### src/rtl/amlr_pkg.sv
// constants for the alert mask and limit register slice
package amlr_pkg;
  // register offsets
  localparam logic [7:0] STATUS_FOUR_ADDR = 8'h81;
  localparam logic [7:0] MASK_THREE_ADDR = 8'h82;
  localparam logic [7:0] MASK_FOUR_ADDR = 8'h83;
  localparam logic [7:0] TV_LOW_ADDR = 8'h84;
  localparam logic [7:0] CM_LOW_ADDR = 8'h85;
  localparam logic [7:0] TV_HIGH_ADDR = 8'h86;
  localparam logic [7:0] CM_HIGH_ADDR = 8'h87;
  localparam logic [7:0] CLIENT_CFG_ADDR = 8'h88;
  // reset values
  localparam logic [7:0] MASK_RESET = 8'h00;
  localparam logic [7:0] LOW_LIMIT_RESET = 8'h00;
  localparam logic [7:0] HIGH_LIMIT_RESET = 8'hff;
  localparam logic [7:0] CLIENT_CFG_RESET = 8'h00;
  localparam logic [7:0] STATUS_RESET = 8'h00;
  // mask three fields
  localparam int M3_CLIENT_ZERO = 0;
  localparam int M3_DATA_ERR = 1;
  localparam int M3_LINK_ERR = 2;
  localparam int M3_OVERTEMP = 3;
  localparam int M3_OOL_SUMMARY = 7;
  // mask four and status four fields
  localparam int S4_CLIENT_ONE = 3;
  localparam int S4_CLIENT_TWO = 4;
  localparam int S4_CLIENT_THREE = 5;
  localparam int S4_CURRENT_MON = 6;
  localparam int S4_TERM_VOLTAGE = 7;
  localparam logic [7:0] S4_LIVE_BITS = 8'hf8;
  // client configuration fields
  localparam int CFG_CPU_COUNT_LSB = 0;
  localparam int CFG_CPU2_DUAL = 2;
  localparam int CFG_CPU3_DUAL = 3;
  localparam int CFG_CPU4_DUAL = 4;
  // alert pin drive level while asserted
  localparam logic ALERT_DRIVE_LEVEL = 1'b0;
endpackage

### src/rtl/amlr_regs.sv
// alert masks, channel limits, client config and alert pin drive
// Function
// - mask3 bit0 blocks client zero alert
// - mask3 bit1 blocks data error alert
// - mask3 bit2 blocks link error alert
// - mask3 bit3 blocks overtemp pin alert
// - mask3 bit7 blocks summary out-of-limit alert
// - summary mask independent of mask4 bits
// - mask4 bits 3-5 block clients one-three
// - mask4 bits 6,7 block current, voltage
// - both masks reset to zero
// - limits reset low 00, high ff
// - lock makes limits and config read-only
// - cpu count enables clients cumulatively
// - domain bits mark cpus dual domain
// - client config resets to zero
// - status sets on violation, read clears
module amlr_regs (
  input wire logic mclk,
  input wire logic rstn,
  input wire logic [7:0] reg_addr,
  input wire logic reg_wr,
  input wire logic reg_rd,
  input wire logic [7:0] reg_wdata,
  output logic [7:0] reg_rdata,
  input wire logic lock,
  input wire logic [3:0] client_ool,
  input wire logic data_err,
  input wire logic link_err,
  input wire logic overtemp_evt,
  input wire logic [7:0] term_voltage_value,
  input wire logic [7:0] current_monitor_value,
  input wire logic alert_in,
  output logic alert_out,
  output logic alert_oe_n,
  output logic [1:0] cpu_count,
  output logic cpu2_dual_domain,
  output logic cpu3_dual_domain,
  output logic cpu4_dual_domain
);

  typedef struct packed {
    logic [7:0] mask3;
    logic [7:0] mask4;
    logic [7:0] tv_low;
    logic [7:0] cm_low;
    logic [7:0] tv_high;
    logic [7:0] cm_high;
    logic [7:0] client_cfg;
    logic [7:0] status4;
    logic [7:0] rdata;
    logic alert_drv;
  } amlr_state_t;

  amlr_state_t st_q;
  amlr_state_t st_d;
  logic [7:0] cond4;
  logic [3:0] src3;
  logic [3:0] unm3;
  logic s4_live;
  logic s4_any;
  logic s4_path;
  logic [3:0] quiet3;
  logic status_rd;
  logic wr_open;

  // true when a reading lies outside its window
  function automatic logic out_of_window(input logic [7:0] val, input logic [7:0] lo, input logic [7:0] hi);
    out_of_window = (val < lo) || (val > hi);
  endfunction

  // client k is polled when cpu count reaches k
  function automatic logic client_polled(input logic [1:0] count, input logic [1:0] idx);
    client_polled = (count >= idx);
  endfunction

  // alert_in is the sensed wire level; unused by this slice on purpose
  logic unused_alert_in;
  assign unused_alert_in = alert_in;

  // live condition vector for status four
  always_comb begin
    cond4 = 8'h00;
    cond4[amlr_pkg::S4_CLIENT_ONE] = client_ool[1] && client_polled(st_q.client_cfg[1:0], 2'h1);
    cond4[amlr_pkg::S4_CLIENT_TWO] = client_ool[2] && client_polled(st_q.client_cfg[1:0], 2'h2);
    cond4[amlr_pkg::S4_CLIENT_THREE] = client_ool[3] && client_polled(st_q.client_cfg[1:0], 2'h3);
    cond4[amlr_pkg::S4_CURRENT_MON] = out_of_window(current_monitor_value, st_q.cm_low, st_q.cm_high);
    cond4[amlr_pkg::S4_TERM_VOLTAGE] = out_of_window(term_voltage_value, st_q.tv_low, st_q.tv_high);
  end

  // alert sources and their masks
  always_comb begin
    src3 = {overtemp_evt, link_err, data_err, client_ool[0]};
    unm3 = src3 & ~st_q.mask3[3:0];
    s4_live = |(st_q.status4 & ~st_q.mask4 & amlr_pkg::S4_LIVE_BITS);
    // summary bit seen through mask three bit 7
    // summary bit ignores mask four, so software must set both to go quiet
    s4_any = |(st_q.status4 & amlr_pkg::S4_LIVE_BITS);
    // either path alone raises the alert
    s4_path = s4_live || (s4_any && !st_q.mask3[amlr_pkg::M3_OOL_SUMMARY]);
    for (int k = 0; k < 4; k++) begin
      quiet3[k] = ((unm3 & ~(4'h1 << k)) == 4'h0) && !s4_path;
    end
  end

  assign status_rd = reg_rd && (reg_addr == amlr_pkg::STATUS_FOUR_ADDR);
  // lock shuts limit and config writes
  assign wr_open = reg_wr && !lock;

  // next state
  always_comb begin
    st_d = st_q;
    // mask registers stay writable under lock
    if (reg_wr && reg_addr == amlr_pkg::MASK_THREE_ADDR) begin
      st_d.mask3 = reg_wdata;
    end
    if (reg_wr && reg_addr == amlr_pkg::MASK_FOUR_ADDR) begin
      st_d.mask4 = reg_wdata;
    end
    if (wr_open) begin
      case (reg_addr)
        amlr_pkg::TV_LOW_ADDR: begin
          st_d.tv_low = reg_wdata;
        end
        amlr_pkg::CM_LOW_ADDR: begin
          st_d.cm_low = reg_wdata;
        end
        amlr_pkg::TV_HIGH_ADDR: begin
          st_d.tv_high = reg_wdata;
        end
        amlr_pkg::CM_HIGH_ADDR: begin
          st_d.cm_high = reg_wdata;
        end
        amlr_pkg::CLIENT_CFG_ADDR: begin
          st_d.client_cfg = reg_wdata;
        end
        default: begin
          st_d.client_cfg = st_q.client_cfg;
        end
      endcase
    end
    // read clears only subsided bits; a new violation wins
    st_d.status4 = (status_rd ? 8'h00 : st_q.status4) | cond4;
    // read data, unmapped offsets read zero
    if (reg_rd) begin
      case (reg_addr)
        amlr_pkg::STATUS_FOUR_ADDR: begin
          st_d.rdata = st_q.status4;
        end
        amlr_pkg::MASK_THREE_ADDR: begin
          st_d.rdata = st_q.mask3;
        end
        amlr_pkg::MASK_FOUR_ADDR: begin
          st_d.rdata = st_q.mask4;
        end
        amlr_pkg::TV_LOW_ADDR: begin
          st_d.rdata = st_q.tv_low;
        end
        amlr_pkg::CM_LOW_ADDR: begin
          st_d.rdata = st_q.cm_low;
        end
        amlr_pkg::TV_HIGH_ADDR: begin
          st_d.rdata = st_q.tv_high;
        end
        amlr_pkg::CM_HIGH_ADDR: begin
          st_d.rdata = st_q.cm_high;
        end
        amlr_pkg::CLIENT_CFG_ADDR: begin
          st_d.rdata = st_q.client_cfg;
        end
        default: begin
          st_d.rdata = 8'h00;
        end
      endcase
    end
    // summary mask gates only the summary half of the status four path
    st_d.alert_drv = (|unm3) || s4_path;
  end

  // state register
  always_ff @(posedge mclk or negedge rstn) begin
    if (!rstn) begin
      st_q.mask3 <= amlr_pkg::MASK_RESET;
      st_q.mask4 <= amlr_pkg::MASK_RESET;
      st_q.tv_low <= amlr_pkg::LOW_LIMIT_RESET;
      st_q.cm_low <= amlr_pkg::LOW_LIMIT_RESET;
      st_q.tv_high <= amlr_pkg::HIGH_LIMIT_RESET;
      st_q.cm_high <= amlr_pkg::HIGH_LIMIT_RESET;
      st_q.client_cfg <= amlr_pkg::CLIENT_CFG_RESET;
      st_q.status4 <= amlr_pkg::STATUS_RESET;
      st_q.rdata <= 8'h00;
      st_q.alert_drv <= 1'b0;
    end else begin
      st_q <= st_d;
    end
  end

  // open-drain pin: level constant, enable low while pulling
  logic alert_lvl_q;
  always_ff @(posedge mclk or negedge rstn) begin
    if (!rstn) begin
      alert_lvl_q <= 1'b0;
    end else begin
      alert_lvl_q <= amlr_pkg::ALERT_DRIVE_LEVEL;
    end
  end

  // outputs straight from flops
  assign reg_rdata = st_q.rdata;
  assign alert_out = alert_lvl_q;
  assign alert_oe_n = !st_q.alert_drv;
  assign cpu_count = st_q.client_cfg[amlr_pkg::CFG_CPU_COUNT_LSB +: 2];
  assign cpu2_dual_domain = st_q.client_cfg[amlr_pkg::CFG_CPU2_DUAL];
  assign cpu3_dual_domain = st_q.client_cfg[amlr_pkg::CFG_CPU3_DUAL];
  assign cpu4_dual_domain = st_q.client_cfg[amlr_pkg::CFG_CPU4_DUAL];

  // first cycle after reset release, for reset-value checks
  logic seen_q;
  always_ff @(posedge mclk or negedge rstn) begin
    if (!rstn) begin
      seen_q <= 1'b0;
    end else begin
      seen_q <= 1'b1;
    end
  end
endmodule

### config.mk
export PLATFORM = sky130hd
export DESIGN_NAME = amlr_regs
export DESIGN_NICKNAME = d
export VERILOG_FILES = /design/src/rtl/amlr_pkg.sv /design/src/rtl/amlr_regs.sv
export SDC_FILE = /design/constraint.sdc
export NUM_CORES = 1
export LEC_CHECK = 0
export ABC_AREA = 1
export BUFFER_PORTS_ARGS = -buffer_cell sky130_fd_sc_hd__buf_2
export CAP_MARGIN = 15
export CORE_AREA = 4 4 97 99
export DETAILED_ROUTE_END_ITERATION = 8
export DIE_AREA = 0 0 101 103
export PLACE_DENSITY = 0.78
export SLEW_MARGIN = 20
export SYNTH_ARGS = -nofsm -noshare
export SYNTH_HDL_FRONTEND = slang
export SYNTH_SLANG_ARGS = --single-unit
### constraint.sdc
create_clock -name mclk -period 1.45 [get_ports mclk]
set_input_delay 0.2175 -clock mclk [delete_from_list [all_inputs] [get_ports mclk]]
set_output_delay 0.2175 -clock mclk [all_outputs]
set_load 0.01 [all_outputs]
==> results by group, run 1 <==
STA
  – Fmax: 670 MHz
  – Unrepaired setup endpoints after global routing: true
  – Min cycle time layout: 1.49 ns
  – Final Setup Violations: 2
  – Final period util: 103%
  – Worst setup margin: -0.0420 ns
  – Max-slew violations: 0
  – Setup Total Neg Slack: -0.0624 ns
  – Hold Fails Final Rpt: 0
  – Setup Skew: 0.00775 ns

Worst setup path
  – CP peak stage delay: 0.54 ns
  – Crit-path max FO: 2
  – Worst path slowest cell: dfstp_2
  – Worst Path Arrival: 1.73 ns
  – Startpoint types: flop
  – R2r setup slk: -0.04 ns
  – Critical-path cell list: inv_1, ha_4, a21oi_1, o21ai_1, nand2_1, nand2_1, nand2_1, nand3_1
  – Type of destination of the critical path: flop
  – Crit path kind: reg2reg
  – Data required, critical path: 1.68 ns
  – CP most frequent cell: nand2_1

Route
  – Drt total wl: 11900 um
  – DR vias: 4018
  – TritonRoute pass-1 iters: 5
  – Iter 0 DRT Violations: 327
  – Drt wl/cell: 16.1 um
  – Number of routed nets with antenna violations: 0
  – Routed vias/inst: 5.43
  – # DRC: 0

Synth
  – Syn Area/Cell: 7.71 sq um
  – Most common cell in the netlist: nand2_1
  – Post-synth EDFFs: 0
  – Fraction of registers with async set/reset: 100%
  – Ranking of synthesized cells by area: dfrtp_1 31%, nand2_1 15%, dfstp_2 9.6%, ha_1 8.5%, nand3_1 7.4%
  – Synth Instances: 571
  – Sequential cell area fraction in the yosys report: 40.3%
  – Synthesis Warnings: 0
  – Mapped Area: 4400 sq um
  – Top cells by count, synth: 173 x nand2_1, 65 x nand3_1, 57 x inv_1
  – Synth cell types: 26
  – Flops & latches, synth: 70
  – Synth area leader: dfrtp_1
  – Area share of the largest cell type after synthesis: 30.7%
  – Syn Nets: 646
  – Prevailing post-synth register cell: dfrtp_1

Pwr
  – Switch Pwr: 1.17 mW
  – Switching share of power: 26.0%
  – Combinational power share: 13.8%
  – Peak VDD IR: 0.000401 V
  – Pleak: 2.81 nW
  – Pwr Total: 4.51 mW
  – Reg power frac: 46.8%
  – Clock network fraction of total power: 39.5%
  – Cell internal pwr: 3.34 mW
  – Cell Pwr Density: 871 nW/um^2

Floorplan
  – Initial core utilization: 51.5%
  – Core area: 8550 sq um
  – Die area: 10400 sq um
  – Ports: 60
  – Die height: 103 um
  – Row cnt: 34
  – Die width: 101 um

Final layout
  – Post-route cell area: 5180 sq um
  – Layout cells sized above 1: 25.5%
  – Antenna Diode Count: 0
  – Area growth syn-to-layout: 17.7%
  – Final net count: 703
  – Layout fillers: 736
  – Final Util: 60.6%

Place
  – PortBufs: 57
  – Post-DP HPWL: 8500 um
  – Gpl congestion: 0.945
  – Placed cell area: 4720 sq um

Clock tree
  – Root buffer cell: clkbuf_8
  – Clock tree buffer depth: 2
  – CTS buffer count: 9
  – Clk slew on worst S/H paths: 0.08 ns
  – Worst-Skew Late Latency: 0.35 ns
  – TritonCTS clock tree: done
  – H-tree depth: 3
  – Clk sinks: 70

Min path
  – Hold Path Class: in2reg

Global route
  – First-pass GRT wire length: 18900 um
  – Initial antenna violation count: 0
  – Vias in the first global route: 3831
  – Largest net degree at the start of global routing: 71
  – GRT Util Overall: 23.9%
  – Grt ovf: 0

Run status
  – Failing checks: setup timing
  – Status: complete, but fails checks

Flow run
  – Maxcap violations: 0
[power by group through the flow]
stage,clock (mW),combinational (mW),sequential (mW)
2_1_floorplan,0,0.298,2.13
3_3_place_gp,0,0.507,2.14
3_5_place_dp,0,0.536,2.14
4_1_cts,1.80,0.582,2.11
5_1_grt,1.88,0.694,2.12
6_report,1.78,0.623,2.11
[repair_timing]
item | CTS | global route
hold buffers | 1 | 0
endpoints found under the setup margin | 2 | 2
resized for setup | 18 | 12
buffers inserted | 4 | 2
hold endpoints to repair | 54 | 0
pin swaps | 10 | 14
[critical path: cells and delay by family, from the launching register on]
family	cells	cell delay, ns
flip-flops	1	0.54
AO/OA/AOI/OAI	2	0.27
AND/OR/NAND/NOR	4	0.26
adder cells (fa/ha/maj)	1	0.23
buffers and inverters	1	0.08
[kinds of logic (layout without fill, tap and decap cells)]
kind of cell	Yosys count	after routing	synth area share, %
buf+inv	88	149	10.1
compound gates	80	80	9.33
flops	70	70	40.3
other cells	1	1	0.0852
simple gates	302	302	31.7
fa+ha+maj	30	30	8.53
[final timing paths]
kind                               start      endpoint  depth (start not counted)
setup / recovery                st_q[28]      st_q[15]                          8
hold / removal             client_ool[2]      st_q[13]                          3
setup reg to reg                st_q[28]      st_q[15]                          8
hold reg to reg             reg_rdata[1]  reg_rdata[1]                          2
max in group asynchronous           rstn      st_q[26]                          3
min in group asynchronous           rstn      st_q[50]                          3
[registers in the layout (all words and copies together), names as in the netlist]
signal	count
cpu2_dual_domain	1
cpu4_dual_domain	1
cpu_count	2
st_q	57
reg_rdata	8
cpu3_dual_domain	1
[metrics by stage]
stage / hold slack, ns / cells / setup slack (ns)
after global placement: 0.263 / 718 / -0.0224
after CTS: 0.0683 / 738 / 0.000391
after floorplan: -0.0781 / 571 / 0.0555
after global routing: 0.0904 / 740 / -0.187
final: 0.0857 / 740 / -0.0420
after detailed placement: 0.269 / 718 / -0.0750
[layout make-up]
cell class | count | area (sq um) | share of cell area (%)
Timing Repair Buffer | 73 | 458 | 8.84
Clock buffer | 12 | 155 | 3.00
Tap cell | 108 | 135 | 2.61
Sequential cell | 70 | 1770 | 34.2
Inverter | 61 | 229 | 4.42
Clock inverter | 3 | 67.6 | 1.30
Multi-Input combinational cell | 413 | 2360 | 45.6
[layout by cell type, fill, tap and decap left out, types with 10 or more instances in the layout]
cell and instances:
dfstp_2 16, buf_4 11, nand2_2 12, inv_1 51
clkbuf_8 11, o21ai_0 53, nor2_4 15, buf_2 57
dfrtp_1 54, nand2_1 171, ha_4 11, inv_2 10
nor2_1 28, o21ai_1 13, nand3_1 65, ha_1 19
[routing by layer]
layer	part of all wire (%)	vias up	wire [um]	track usage [%]
li1	-	1941	-	-
met1	42	1867	4970	30.3
met2	47	163	5610	39.2
met3	6.6	47	786	4.19
met4	4.5	0	531	13.0
met5	0	-	0	0
Power figures use the tool's default switching activity.
==> run 2, diff against run 1 <==
Settings changed: CORE_AREA 4 4 97 99 to 4 4 93 95, DIE_AREA 0 0 101 103 to 0 0 97 99, PLACE_DENSITY 0.78 to 0.81.
Clock period 1.45 ns to 1.7 ns, I/O delays scaled along.
==> run 2 against run 1 <==
Net effect: the run now ends clean; via count is 0.12% lower; cell area fell by 4.3%; sequential power down 15%; total power down 13%; routed wire length fell by 3.7%; flip-flop and latch count stayed put; largest power group unchanged; critical path type unchanged; largest cell class unchanged; first-iteration DRC count rose by 12%; critical endpoint is now st_q[16].
==> results by group, run 2 (same netlist as run 1, synthesis figures left out) <==
Run status
  – Status: completed

Final layout
  – Most flops, register: st_q
  – Most frequent cells in the layout: 173 x nand2_1, 65 x nand3_1, 57 x inv_1, 57 x buf_2, 55 x o21ai_0
  – Final net count: 695 (-1.1%)
  – Antenna Diode Count: 0 (unchanged)
  – Max reg flops: 57 (unchanged)
  – Layout cells sized above 1: 20.5% (-5.0 points)
  – Most common cell after layout, fill and taps aside: nand2_1
  – Area growth syn-to-layout: 12.6%

Pwr
  – Clock network fraction of total power: 42.9% (+3.4 points)
  – Pwr Total: 3.94 mW (-13%)
  – Switch Pwr: 0.983 mW (-16%)
  – Pleak: 2.80 nW (-0.41%)
  – Reg power frac: 45.5% (-1.3 points)
  – Cell internal pwr: 2.96 mW (-11%)
  – Cell Pwr Density: 796 nW/um^2 (-8.7%)
  – Peak VDD IR: 0.000502 V (+25%)
  – Combinational power share: 11.6% (-2.2 points)
  – Switching share of power: 24.9% (-1.1 points)

Worst setup path
  – CP peak stage delay: 0.54 ns (about the same)
  – Crit-path max FO: 2 (unchanged)
  – R2r endpoint: st_q[16]
  – Crit path kind: reg2reg
  – Worst Path Arrival: 1.79 ns (+0.06 ns)
  – CP most frequent cell: nand2_1
  – R2r setup slk: 0.14 ns (+0.18 ns)
  – Critical-path cell list: inv_1, ha_1, a21oi_1, nor2_1, nor3_1, nand2_1, nand2_1, nand3_1
  – Type of destination of the critical path: flop
  – Setup crit end: st_q[16]
  – CP startpoint: st_q[38]
  – Worst reg2reg startpoint: st_q[38]
  – Data required, critical path: 1.93 ns (+0.25 ns)
  – Worst path slowest cell: dfstp_2
  – FF-to-FF path depth: 8 (unchanged)
  – Startpoint types: flop

STA
  – Worst-margin pin slew: 0.590 ns
  – Setup Total Neg Slack: 0 ns (+0.0624 ns)
  – Setup Skew: 0.00618 ns (-0.00157 ns)
  – Final period util: 91.6% (-11 points)
  – Unrepaired setup endpoints after global routing: false
  – Min cycle time layout: 1.56 ns (+0.0659 ns)
  – Final Setup Violations: 0 (-2)
  – Worst slew margin: 60.7%
  – Max-slew violations: 0 (unchanged)
  – Hold Fails Final Rpt: 0 (unchanged)
  – Fmax: 642 MHz (-4.2%)

Place
  – Post-DP HPWL: 8400 um (-1.1%)
  – Gpl congestion: 0.904 (-4.3%)
  – PortBufs: 57 (unchanged)

Clock tree
  – Clk sinks: 70 (unchanged)
  – CTS buffer count: 9 (unchanged)
  – Root buffer cell: clkbuf_8
  – Clock tree buffer depth: 2 (unchanged)
  – H-tree depth: 3 (unchanged)
  – TritonCTS clock tree: done
  – Clk slew on worst S/H paths: 0.08 ns (about the same)
  – Worst-Skew Late Latency: 0.35 ns (about the same)

Route
  – Drt total wl: 11500 um (-3.7%)
  – # DRC: 0 (unchanged)
  – DR vias: 4013 (-0.12%)
  – TritonRoute pass-1 iters: 5 (unchanged)
  – Iter 0 DRT Violations: 366 (+12%)
  – Number of routed nets with antenna violations: 0 (unchanged)
  – Routed vias/inst: 5.52 (+1.7%)
  – Drt wl/cell: 15.8 um (-1.9%)

Floorplan
  – Ports: 60 (unchanged)
  – Core area: 7730 sq um (-9.6%)
  – Die height: 99 um (-3.9%)
  – Row cnt: 32 (-5.9%)
  – Die width: 97 um (-4.0%)
  – Die area: 9600 sq um (-7.7%)
  – Initial core utilization: 56.9% (+5.5 points)

Global route
  – First-pass GRT wire length: 19300 um (+2.1%)
  – Vias in the first global route: 3953 (+3.2%)
  – Grt ovf: 0 (unchanged)
  – GRT Util Overall: 25.2% (+1.3 points)
  – Initial antenna violation count: 0 (unchanged)
  – Largest net degree at the start of global routing: 37 (-48%)

Flow run
  – Maxcap violations: 0 (unchanged)

Min path
  – Hold Path Class: in2reg
run 2: cell types whose count changed in the layout (fill, tap and decap cells not counted), sizes merged:
cell / before / now
clkbuf: 12 / 11
buf: 72 / 64
clkinvlp: 1 / 2
bufinv: 2 / 3
run 2: final cells by class:
class | instances | area, sq um
flip-flops and latches | 70 | 1770
inverters | 61 | 229
repair buffers | 65 | 385
multi-input cells | 413 | 2190
fillers | 660 | 2770
well taps | 102 | 128
clock buffers | 11 | 151
clock inverters | 5 | 105
run 2: worst max-delay path: cells and delay by family (launching register included):
family	cells	cell delay [ns]
buffers and inverters	1	0.06
DFF	1	0.54
and+or+nand+nor	5	0.43
AOI/OAI and AO/OA	1	0.13
adders and majority gates	1	0.28
run 2: how the worst min path moves through the flow:
stage,startpoint,endpoint,slack (ns),cells past startpoint
after floorplan,rstn,cpu2_dual_domain,-0.04,0
after detailed placement,rstn,st_q[56],0.29,1
after global routing,client_ool[2],st_q[13],0.16,3
after global placement,rstn,st_q[56],0.29,1
final,client_ool[2],st_q[13],0.12,3
after CTS,client_ool[2],st_q[13],0.13,3
run 2: power groups by stage:
stage / Combinational (mW) / Sequential, mW / Clock (mW)
2_1_floorplan: 0.254 / 1.81 / 0
3_3_place_gp: 0.427 / 1.82 / 0
3_5_place_dp: 0.450 / 1.82 / 0
4_1_cts: 0.457 / 1.79 / 1.71
5_1_grt: 0.519 / 1.80 / 1.79
6_report: 0.458 / 1.80 / 1.69
run 2: stage by stage:
step	instances	worst slack, ns	hold slack [ns]	utilization [%]	instance area, sq um
after floorplan	571	0.305	-0.0406	-	4400
after global placement	710	0.197	0.295	60.7	4690
after detailed placement	710	0.158	0.290	60.7	4690
after CTS	727	0.146	0.126	64.1	4960
after global routing	727	0.0371	0.159	64.1	4960
final	727	0.142	0.121	64.1	4960
run 2: what timing repair did:
action | in CTS | in global routing
resized for setup | 0 | 0
hold buffers | 1 | 0
endpoints found under the hold margin | 6 | 0
setup buffers | 0 | 0
run 2: metal layers:
layer	routed length, um	up-vias	GRT usage (%)
li1	-	1929	-
met1	4740	1874	33.3
met2	5390	179	40.7
met3	903	31	3.96
met4	422	0	12.3
met5	0	-	0
